--- config.mk ---
export PLATFORM = sky130hd
export DESIGN_NAME = rcsl_status_lamps
export DESIGN_NICKNAME = d
export VERILOG_FILES = /design/src/logic/rcsl_pkg.sv /design/src/logic/rcsl_flash_gen.sv /design/src/logic/rcsl_port_lamp.sv /design/src/logic/rcsl_status_lamps.sv
export VERILOG_INCLUDE_DIRS = /design/src /design/src/logic
export SDC_FILE = /design/constraint.sdc
export NUM_CORES = 1
export LEC_CHECK = 0
export BUFFER_PORTS_ARGS = -buffer_cell sky130_fd_sc_hd__buf_2
export CELL_PAD_IN_SITES_DETAIL_PLACEMENT = 2
export CELL_PAD_IN_SITES_GLOBAL_PLACEMENT = 2
export CORE_MARGIN = 8
export CORE_UTILIZATION = 39
export CTS_BUF_LIST = sky130_fd_sc_hd__clkbuf_4
export CTS_CLUSTER_DIAMETER = 100
export CTS_CLUSTER_SIZE = 24
export DETAILED_ROUTE_END_ITERATION = 16
export PLACE_DENSITY_LB_ADDON = 0.1
export SYNTH_ARGS = -nofsm -noshare
export SYNTH_HDL_FRONTEND = slang
export SYNTH_SLANG_ARGS = --single-unit
--- constraint.sdc ---
create_clock -name sys_clk -period 5.7 [get_ports sys_clk]
set_input_delay 0.285 -clock sys_clk [delete_from_list [all_inputs] [get_ports sys_clk]]
set_output_delay 0.285 -clock sys_clk [all_outputs]
set_load 0.05 [all_outputs]
--- src/logic/rcsl_consts.svh ---
// Offsets, reset values and timing counts of the status lamp block
`ifndef RCSL_CONSTS_SVH
`define RCSL_CONSTS_SVH

// Clock period of sys_clk in ns
`define RCSL_CLK_NS 8
// Half period of the shared flash pattern in ns
`define RCSL_FLASH_HALF_NS 250000000
// Half flash period in clock cycles
`define RCSL_FLASH_HALF_CYC (`RCSL_FLASH_HALF_NS / `RCSL_CLK_NS)
// Length of the lamp test in ns
`define RCSL_TEST_NS 2000000000
// Lamp test length in clock cycles
`define RCSL_TEST_CYC (`RCSL_TEST_NS / `RCSL_CLK_NS)

// Register byte offsets
`define RCSL_CTRL_OFF 12'h000
`define RCSL_FLAGS_OFF 12'h004
`define RCSL_STATUS_OFF 12'h008

// Bit positions of the write-one event fields
`define RCSL_CTRL_INSERT_BIT 7
`define RCSL_FLAGS_CARD_BIT 10

// Register reset values
`define RCSL_CTRL_RST 32'h0000_0000
`define RCSL_FLAGS_RST 32'h0000_0000

// Number of flashes of the fault lamp after a card loss
`define RCSL_BURST_FLASHES 2'h3

`endif

--- src/logic/rcsl_pkg.sv ---
// Types shared by the status lamp block
package rcsl_pkg;

	// Operating state of one CPU; codes 6 and 7 are illegal
	typedef enum logic [2:0] {
		OPS_STOP, OPS_STARTUP, OPS_SYNCUP, OPS_RUN_SYNCUP, OPS_RUN,
		OPS_RUN_RED
	} rcsl_opstate_type;

	// System state of the redundant pair
	typedef enum logic [2:0] {
		SYS_STOP, SYS_STARTUP, SYS_SYNCUP, SYS_RUN_SOLO, SYS_RUN_RED
	} rcsl_sysstate_type;

	// Lamp test sequencer states
	typedef enum logic {LT_TEST, LT_NORMAL} rcsl_ltstate_type;

	// The four front-panel status lamps
	typedef struct packed {
		logic opGreen;
		logic opYellow;
		logic faultRed;
		logic serviceYellow;
	} rcsl_lamps_type;

	// One two-colour lamp
	typedef struct packed {
		logic green;
		logic yellow;
	} rcsl_bicolor_type;

	// Control register layout
	typedef struct packed {
		logic [23:0] rsvd;
		logic insertTest;
		logic backupRole;
		rcsl_opstate_type partnerState;
		rcsl_opstate_type ownState;
	} rcsl_ctrl_type;

	// Condition flag register layout
	typedef struct packed {
		logic [20:0] rsvd;
		logic cardFail;
		logic diagEvent;
		logic energyPause;
		logic forceActive;
		logic maintDemand;
		logic syncupWait;
		logic defective;
		logic warmRestart;
		logic fwUpdated;
		logic internalAct;
		logic initDone;
	} rcsl_flags_type;

	// APB request from the master
	typedef struct packed {
		logic psel;
		logic penable;
		logic pwrite;
		logic [11:0] paddr;
		logic [31:0] pwdata;
	} rcsl_apb_req_type;

	// APB answer to the master
	typedef struct packed {
		logic pready;
		logic pslverr;
		logic [31:0] prdata;
	} rcsl_apb_rsp_type;

endpackage

--- src/logic/rcsl_flash_gen.sv ---
// Shared flash phase generator for all lamps
`timescale 1ns/1ps

module rcsl_flash_gen #(
	parameter int unsigned HALF_CYC = 4
) (
	// Clock and reset
	input wire logic sys_clk,
	input wire logic rst,
	// Flash phase and its edges
	output logic flashPhase,
	output logic risePulse,
	output logic fallPulse
);

	logic [31:0] cnt_r; // Cycles in current half period
	logic phase_r; // Lamp-on half when high
	logic wrap; // Last cycle of a half period

	assign wrap = (cnt_r == 32'(HALF_CYC - 1));
	assign flashPhase = phase_r;
	// Pulses announce the phase change at the next edge
	assign risePulse = wrap && !phase_r;
	assign fallPulse = wrap && phase_r;

	////////////////////////////////////////////////////////////////
	// Divider: one phase for every lamp keeps them in step
	always_ff @(posedge sys_clk or posedge rst) begin
		if (rst) begin
			cnt_r <= 32'h0000_0000;
			phase_r <= 1'b0;
		end else if (wrap) begin
			cnt_r <= 32'h0000_0000;
			phase_r <= !phase_r;
		end else begin
			cnt_r <= cnt_r + 32'h0000_0001;
		end
	end
endmodule

--- src/logic/rcsl_port_lamp.sv ---
// Activity lamp of one network port
`timescale 1ns/1ps

module rcsl_port_lamp (
	// Clock and reset
	input wire logic sys_clk,
	input wire logic rst,
	// Port state
	input wire logic linkUp,
	input wire logic activity,
	// Shared timing
	input wire logic flashPhase,
	input wire logic testOn,
	// Lamp
	output rcsl_pkg::rcsl_bicolor_type lamp
);

	rcsl_pkg::rcsl_bicolor_type lamp_r; // Registered lamp drive

	assign lamp = lamp_r;

	////////////////////////////////////////////////////////////////
	// Pattern choice, lamp test first
	always_ff @(posedge sys_clk or posedge rst) begin
		if (rst) begin
			lamp_r <= '0;
		end else if (testOn) begin
			// Flash test: green flashing
			lamp_r <= '{green: flashPhase, yellow: 1'b0};
		end else if (linkUp && activity) begin
			// Traffic: yellow and green alternate
			lamp_r <= '{green: !flashPhase, yellow: flashPhase};
		end else if (linkUp) begin
			lamp_r <= '{green: 1'b1, yellow: 1'b0};
		end else begin
			lamp_r <= '0;
		end
	end
endmodule

--- src/logic/rcsl_status_lamps.sv ---
// Status lamp encoder of one CPU in a redundant pair, with APB registers
`timescale 1ns/1ps
`include "rcsl_consts.svh"

module rcsl_status_lamps #(
	parameter int unsigned FLASH_HALF_CYC = `RCSL_FLASH_HALF_CYC,
	parameter int unsigned TEST_CYC = `RCSL_TEST_CYC
) (
	// Clock and reset
	input wire logic sys_clk,
	input wire logic rst,
	// Register bus
	input wire rcsl_pkg::rcsl_apb_req_type apbReq,
	output rcsl_pkg::rcsl_apb_rsp_type apbRsp,
	// Port link state, index 0..2 = first port one, two, second port one
	input wire logic [2:0] portLinkUp,
	input wire logic [2:0] portActivity,
	// Front-panel lamps
	output rcsl_pkg::rcsl_lamps_type statusLamps,
	output rcsl_pkg::rcsl_bicolor_type [2:0] portActivityLamp
);

	////////////////////////////////////////////////////////////////
	// Declarations

	rcsl_pkg::rcsl_ctrl_type ctrl_r; // States and role
	rcsl_pkg::rcsl_flags_type flags_r; // Pending conditions
	rcsl_pkg::rcsl_ltstate_type ltState_r; // Lamp test sequencer
	logic [31:0] ltCnt_r; // Cycles spent in lamp test
	rcsl_pkg::rcsl_lamps_type lamps_r; // Registered status lamps
	rcsl_pkg::rcsl_lamps_type lampsNxt; // Chosen lamp pattern
	rcsl_pkg::rcsl_sysstate_type sysState; // Pair state
	logic [31:0] prdata_r; // Read data latched in setup
	logic [1:0] burstLeft_r; // Fault flashes still to show
	logic burstArm_r; // Burst waiting for an on phase
	logic burstOn_r; // Burst flash in progress
	logic cardMaint_r; // Service held after card loss
	logic flashPhase; // Shared flash phase
	logic risePulse; // Phase turns on at next edge
	logic fallPulse; // Phase turns off at next edge
	logic testOn; // Lamp test running
	logic sysRed; // Pair in paired run
	logic ownRed; // This CPU in paired run
	logic greenPath; // Run-state patterns chosen
	logic wrAcc; // Write access phase
	logic setup; // Setup phase
	logic mapped; // Address hits a register
	logic ctrlWr; // Control register written
	logic flagsWr; // Flag register written
	logic insertPulse; // Module insertion restarts test
	logic cardEv; // Card became inaccessible

	////////////////////////////////////////////////////////////////
	// Bus decode

	assign setup = apbReq.psel && !apbReq.penable;
	assign wrAcc = apbReq.psel && apbReq.penable && apbReq.pwrite;
	// Registered addresses
	assign mapped = (apbReq.paddr == `RCSL_CTRL_OFF)
		|| (apbReq.paddr == `RCSL_FLAGS_OFF)
		|| (apbReq.paddr == `RCSL_STATUS_OFF);
	// Writes land on the access edge only
	assign ctrlWr = wrAcc && (apbReq.paddr == `RCSL_CTRL_OFF);
	assign flagsWr = wrAcc && (apbReq.paddr == `RCSL_FLAGS_OFF);
	// Insertion and card loss are write-one events
	assign insertPulse = ctrlWr
		&& apbReq.pwdata[`RCSL_CTRL_INSERT_BIT];
	assign cardEv = flagsWr && ownRed
		&& apbReq.pwdata[`RCSL_FLAGS_CARD_BIT];

	// Zero wait state; unmapped addresses answer with an error
	always_comb begin
		apbRsp.pready = 1'b1;
		apbRsp.pslverr = apbReq.psel && apbReq.penable && !mapped;
		apbRsp.prdata = prdata_r;
	end

	////////////////////////////////////////////////////////////////
	// Read data, latched in the setup cycle
	always_ff @(posedge sys_clk or posedge rst) begin
		if (rst) begin
			prdata_r <= 32'h0000_0000;
		end else if (setup && !apbReq.pwrite) begin
			unique case (apbReq.paddr)
				`RCSL_CTRL_OFF: prdata_r <= ctrl_r;
				`RCSL_FLAGS_OFF: prdata_r <= flags_r;
				// Status: lamps, hold, burst, test, pair state
				`RCSL_STATUS_OFF: prdata_r <= {22'h00_0000, lamps_r,
					cardMaint_r, burstOn_r, testOn, sysState};
				default: prdata_r <= 32'h0000_0000;
			endcase
		end
	end

	////////////////////////////////////////////////////////////////
	// Control register; card loss forces single run over a write
	always_ff @(posedge sys_clk or posedge rst) begin
		if (rst) begin
			ctrl_r <= `RCSL_CTRL_RST;
		end else begin
			if (ctrlWr) begin
				ctrl_r <= apbReq.pwdata;
				// Insertion bit is an event, never stored
				ctrl_r.insertTest <= 1'b0;
			end
			if (cardEv) begin
				ctrl_r.ownState <= rcsl_pkg::OPS_RUN;
			end
		end
	end

	////////////////////////////////////////////////////////////////
	// Condition flags; card loss bit is an event, never stored
	always_ff @(posedge sys_clk or posedge rst) begin
		if (rst) begin
			flags_r <= `RCSL_FLAGS_RST;
		end else if (flagsWr) begin
			flags_r <= apbReq.pwdata;
			flags_r.cardFail <= 1'b0;
			flags_r.rsvd <= '0;
		end
	end

	////////////////////////////////////////////////////////////////
	// Pair state from both operating states
	assign ownRed = (ctrl_r.ownState == rcsl_pkg::OPS_RUN_RED);
	assign sysRed = (sysState == rcsl_pkg::SYS_RUN_RED);

	always_comb begin
		if (ownRed && ctrl_r.partnerState == rcsl_pkg::OPS_RUN_RED) begin
			sysState = rcsl_pkg::SYS_RUN_RED;
		end else if (ctrl_r.ownState inside {rcsl_pkg::OPS_SYNCUP,
			rcsl_pkg::OPS_RUN_SYNCUP} || ctrl_r.partnerState inside
			{rcsl_pkg::OPS_SYNCUP, rcsl_pkg::OPS_RUN_SYNCUP}) begin
			sysState = rcsl_pkg::SYS_SYNCUP;
		end else if (ctrl_r.ownState inside {rcsl_pkg::OPS_RUN,
			rcsl_pkg::OPS_RUN_RED} || ctrl_r.partnerState inside
			{rcsl_pkg::OPS_RUN, rcsl_pkg::OPS_RUN_RED}) begin
			sysState = rcsl_pkg::SYS_RUN_SOLO;
		end else if (ctrl_r.ownState == rcsl_pkg::OPS_STARTUP
			|| ctrl_r.partnerState == rcsl_pkg::OPS_STARTUP) begin
			sysState = rcsl_pkg::SYS_STARTUP;
		end else begin
			sysState = rcsl_pkg::SYS_STOP;
		end
	end

	////////////////////////////////////////////////////////////////
	// Shared flash timing
	rcsl_flash_gen #(
		.HALF_CYC(FLASH_HALF_CYC)
	) u_flash (
		.sys_clk(sys_clk),
		.rst(rst),
		.flashPhase(flashPhase),
		.risePulse(risePulse),
		.fallPulse(fallPulse)
	);

	////////////////////////////////////////////////////////////////
	// Lamp test at reset release and on module insertion
	assign testOn = (ltState_r == rcsl_pkg::LT_TEST);

	always_ff @(posedge sys_clk or posedge rst) begin
		if (rst) begin
			ltState_r <= rcsl_pkg::LT_TEST;
			ltCnt_r <= 32'h0000_0000;
		end else if (insertPulse) begin
			ltState_r <= rcsl_pkg::LT_TEST;
			ltCnt_r <= 32'h0000_0000;
		end else begin
			unique case (ltState_r)
				rcsl_pkg::LT_TEST: begin
					if (ltCnt_r == 32'(TEST_CYC - 1)) begin
						ltState_r <= rcsl_pkg::LT_NORMAL;
					end
					ltCnt_r <= ltCnt_r + 32'h0000_0001;
				end
				rcsl_pkg::LT_NORMAL: begin
					ltCnt_r <= 32'h0000_0000;
				end
			endcase
		end
	end

	////////////////////////////////////////////////////////////////
	// Card loss: three whole fault flashes aligned to the phase
	always_ff @(posedge sys_clk or posedge rst) begin
		if (rst) begin
			burstLeft_r <= 2'h0;
			burstArm_r <= 1'b0;
			burstOn_r <= 1'b0;
		end else if (cardEv) begin
			burstLeft_r <= `RCSL_BURST_FLASHES;
			burstArm_r <= 1'b1;
			burstOn_r <= 1'b0;
		end else if (burstArm_r && risePulse) begin
			// Start with a full on half
			burstOn_r <= 1'b1;
		end else if (burstOn_r && fallPulse) begin
			burstLeft_r <= burstLeft_r - 2'h1;
			if (burstLeft_r == 2'h1) begin
				burstOn_r <= 1'b0;
				burstArm_r <= 1'b0;
			end
		end
	end

	////////////////////////////////////////////////////////////////
	// Service hold after card loss; a new loss wins over the clear
	always_ff @(posedge sys_clk or posedge rst) begin
		if (rst) begin
			cardMaint_r <= 1'b0;
		end else if (cardEv) begin
			cardMaint_r <= 1'b1;
		end else if (sysRed) begin
			cardMaint_r <= 1'b0;
		end
	end

	////////////////////////////////////////////////////////////////
	// Pattern choice in fixed priority order
	always_comb begin
		lampsNxt = '0;
		greenPath = 1'b0;
		if (testOn) begin
			lampsNxt.opGreen = flashPhase;
			lampsNxt.opYellow = !flashPhase;
			lampsNxt.faultRed = flashPhase;
			lampsNxt.serviceYellow = flashPhase;
		end else if (flags_r.defective) begin
			// Defective CPU
			lampsNxt.opYellow = 1'b1;
			lampsNxt.faultRed = flashPhase;
			lampsNxt.serviceYellow = flashPhase;
		end else if (flags_r.warmRestart) begin
			lampsNxt.opYellow = flashPhase;
		end else if (!ctrl_r.backupRole
			&& ctrl_r.ownState == rcsl_pkg::OPS_STARTUP) begin
			lampsNxt.opGreen = !flashPhase;
			lampsNxt.opYellow = flashPhase;
			lampsNxt.serviceYellow = 1'b1;
		end else if (ctrl_r.backupRole && flags_r.syncupWait
			&& ctrl_r.ownState == rcsl_pkg::OPS_SYNCUP) begin
			lampsNxt.opGreen = !flashPhase;
			lampsNxt.opYellow = flashPhase;
			lampsNxt.faultRed = flashPhase;
			lampsNxt.serviceYellow = 1'b1;
		end else if (flags_r.fwUpdated) begin
			lampsNxt.opYellow = 1'b1;
			lampsNxt.serviceYellow = flashPhase;
		end else if (flags_r.initDone) begin
			lampsNxt.opYellow = 1'b1;
			lampsNxt.serviceYellow = 1'b1;
		end else if (flags_r.internalAct && !ownRed) begin
			lampsNxt.opYellow = flashPhase;
			lampsNxt.serviceYellow = 1'b1;
		end else if (ctrl_r.ownState == rcsl_pkg::OPS_STOP) begin
			// Stopped CPU
			lampsNxt.opYellow = 1'b1;
		end else begin
			greenPath = 1'b1;
			lampsNxt.opGreen = 1'b1;
			// Diagnostic event or card-loss burst
			lampsNxt.faultRed = (flags_r.diagEvent || burstOn_r)
				&& flashPhase;
			// Service lamp goes dark only paired with no maintenance demand, force, energy pause or card hold
			lampsNxt.serviceYellow = flags_r.maintDemand
				|| flags_r.forceActive || flags_r.energyPause
				|| cardMaint_r || !sysRed;
		end
		// Unpaired backup flashes fault on top; paired, role is unused
		if (!testOn && ctrl_r.backupRole && !sysRed) begin
			lampsNxt.faultRed = flashPhase;
		end
	end

	// Lamps come from flip-flops
	always_ff @(posedge sys_clk or posedge rst) begin
		if (rst) begin
			lamps_r <= '0;
		end else begin
			lamps_r <= lampsNxt;
		end
	end

	assign statusLamps = lamps_r;

	////////////////////////////////////////////////////////////////
	// Port activity lamps, one per port
	for (genvar i = 0; i < 3; i++) begin : g_port
		rcsl_port_lamp u_port (
			.sys_clk(sys_clk),
			.rst(rst),
			.linkUp(portLinkUp[i]),
			.activity(portActivity[i]),
			.flashPhase(flashPhase),
			.testOn(testOn),
			.lamp(portActivityLamp[i])
		);
	end
endmodule

==> results.md <==
- Critical setup path kind: flop to flop
- Number of distinct library cell variants in the gate-level netlist after synthesis: 56
- Average instance area after synthesis: ~11 sq um
- Total GRT Usage: 0.194
- Overall routed net length: 21300 microns
- Post-Place Setup Slack: 3.04 ns
- Origin of the critical flop-to-flop path: ltCnt_r[14]
- Number of nets with antenna violations after routing: 0
- Category of the worst setup path launch point: flop
- Transition time of the tightest slew-check pin: 1.19 ns
- Setup slack of the worst register-to-register path: 3.27 ns
- Min setup slack post-route: ~3.3 ns
- Die span in x: around 150 microns
- First-iteration detailed-routing DRC count: 264
- Leading area contributor after synthesis: dfrtp_1
- Syn. warnings: 0
- Max-Slew Margin vs Limit: 0.198
- Cell Pwr Density: 229 nW/um^2
- Buffer depth of the longest clock path: 2
- Data required time at the worst endpoint: approximately 6 ns
- Antenna violations before repair: 1
- Clock H-tree levels: 4
- Run status: completed
- Root buffer cell: clkbuf_4
- Area contributors post-synth: dfrtp_1 (55%), xnor2_1 (4.3%), nor2_1 (3.8%)
- Post-CTS Setup Bufs: 0
- Type of the tightest min-delay check: input pin to flop
- End of the worst register-to-register path: ltCnt_r[27]
- Most frequent cell after synthesis: dfrtp_1
- Later-pin clock latency in the skew report: 0.56 ns
- # rows: 49
- Syn_nets: ~700
- Floorplan Core Area: 17800 sq um
- Final count of negative-setup-slack endpoints: 0
- Wire length of the first global-routing pass: approximately 34000 microns
- Number of enable flip-flop cells after synthesis: 0
- Number of optimization iterations in the first detailed-route pass: 4
- Number of global-route vias before repair: between 6000 and 7000
- Dominant register cell in the synthesized netlist: dfrtp_1
- GPL Wtd Cong: 0.788
- Cts repair resizes: 0
- FFs w/ async S/R, synth: 1.00
- Mapped cell area: 7060 sq um
- Number of flip-flops and latches in the synthesized netlist: 154
- Overall die area: 22700 sq um
- Beginning of the worst hold path: portActivity[2]
- Post-DP HPWL: between 10000 and 15000 microns
- Share of synthesized area occupied by flip-flops and latches: 0.546
- Number of buffers added by the clock tree synthesis step: 17
- Worst hold path endpoint: g_port[2].u_port.lamp[0]
- TritonCTS clock tree: done
- Max-cap violations: 0
- Hold Path Depth: 2
- Share of layout cells above drive strength 1: 0.203
- Cells after Synth: ~640
- Clock-pin slew on the worst setup and hold paths: 0.14 ns
- Final cycle utilization of the critical path: 0.427
- Initial core utilization: 0.396
- Clock sink count: 154
- Final layout net count: ~830
- Critical path data arrival time: 2.85 ns
- Port Buffers: just under 100
- Via total after detailed routing: 5562
- DR DRC count: 0
- Tmin final: 2.43 ns
- Worst Setup End Kind: flop
- Leftover overflow at the end of global routing: 0
- Highest Clock Rate: 411 MHz
- Setup total negative slack: 0 ns
- Largest net degree at the start of global routing: 92
- Io pins: 99
- Setup repair after global routing missed its margin: no
- R2R depth: 5
- Fraction of synthesized cell area taken by the top area cell type: 0.546
- Vertical die dimension: ~150 microns
- Hold violation count in the final report: 0
- Area growth from synthesis to layout: 20.0%
- Critical-path maximum fanout: 6
- Hold buffer count at cts: 41
- P_leak: a little under 4 nW
- Maximum ir drop on the vdd rail: roughly 0.00011 V
- Routed length per placed instance: 20.9 microns
- Final Slew Violations: 0
- Most used standard cells in the synthesized netlist: dfrtp_1 (154), nor2_1 (71), nand2_1 (42)
- Routed vias/inst: 5.47
- Layout Skew: 0.0158 ns
-- worst max-delay path by stage --
stage	from	end	slack, ns	cells after the start
floorplan	rst	burstArm_r	1.27	1
detailed placement	apbReq[33]	ltCnt_r[3]	3.04	6
CTS	ltCnt_r[14]	ltCnt_r[27]	3.27	5
global route	ltCnt_r[14]	ltCnt_r[31]	3.09	5
global placement	apbReq[33]	ltCnt_r[2]	3.33	6
finish	ltCnt_r[14]	ltCnt_r[27]	3.27	5
-- flip-flops by register name (all words and copies together), names as in the netlist, 2 cells and up --
| signal | cells |
|---|---|
| flags_r | 10 |
| u_flash.cnt_r | 32 |
| statusLamps | 4 |
| prdata_r | 32 |
| g_port.u_port.lamp | 6 |
| ctrl_r | 31 |
| ltCnt_r | 32 |
| burstLeft_r | 2 |
-- where the power goes --
| part | leakage, nW | switching (mW) | internal (mW) |
|---|---|---|---|
| Sequential | 2.08 | 0.000940 | 1.09 |
| Clock | 0.166 | 0.431 | 0.321 |
| Combinational | 1.70 | 0.0561 | 0.0381 |
| Total | 3.95 | 0.488 | 1.45 |
-- per-layer routing --
metal	GRT usage	vias up	share of wire
li1	-	2547	-
met5	0	-	0
met1	0.238	2882	0.43
met2	0.335	102	0.51
met4	0.0710	0	0.020
met3	0.0355	31	0.041
-- worst max-delay path, cell delays in order (launching register included) --
cell and delay, ns:
dfrtp_1 0.48, nand4_1 0.29, nor4_1 1.04, nand3_1 0.23, xor2_1 0.19, nor2_1 0.06
-- cell families (layout without fill, tap and decap cells) --
| group | count (synthesis) | in the layout | synth area share |
|---|---|---|---|
| compound gates | 68 | 68 | 0.0727 |
| xor+xnor | 62 | 62 | 0.0769 |
| fa+ha+maj | 3 | 3 | 0.00532 |
| buf+inv | 38 | 186 | 0.0239 |
| flops | 154 | 154 | 0.546 |
| mux | 48 | 48 | 0.0748 |
| other cells | 1 | 2 | 0.000531 |
| simple gates | 265 | 265 | 0.200 |
-- per-stage QoR --
step	power [mW]	util	cell area [sq um]	hold WS, ns	instances
5_1_grt	2.03	0.475	8470	0.0102	1017
3_3_place_gp	1.19	0.434	7740	0.463	943
3_5_place_dp	1.19	0.434	7740	0.471	943
6_report	1.94	0.475	8470	0.0523	1017
4_1_cts	1.97	0.475	8470	0.00683	1016
2_1_floorplan	1.15	-	7060	0.371	639
-- cells in the final DEF (no fill, tap or decap), drive strengths merged, types with 20 or more instances in the layout --
| master | count |
|---|---|
| a22o | 22 |
| buf | 100 |
| dfrtp | 154 |
| dlygate4sd3 | 41 |
| inv | 20 |
| mux2 | 38 |
| nand2 | 42 |
| nand3 | 40 |
| nand4 | 20 |
| nor2 | 71 |
| nor4 | 20 |
| xnor2 | 35 |
| xor2 | 27 |
-- area by class of cell --
| type | count | area (sq um) |
|---|---|---|
| Fill cell | 1890 | 9370 |
| Sequential cell | 154 | 3850 |
| Multi-Input combinational cell | 447 | 3040 |
| Timing Repair Buffer | 141 | 918 |
| Tap cell | 229 | 287 |
| Clock inverter | 14 | 184 |
| Clock buffer | 18 | 135 |
| Inverter | 13 | 53.8 |
| Antenna cell | 1 | 2.50 |
No activity file was read; power rests on OpenSTA's default activity.
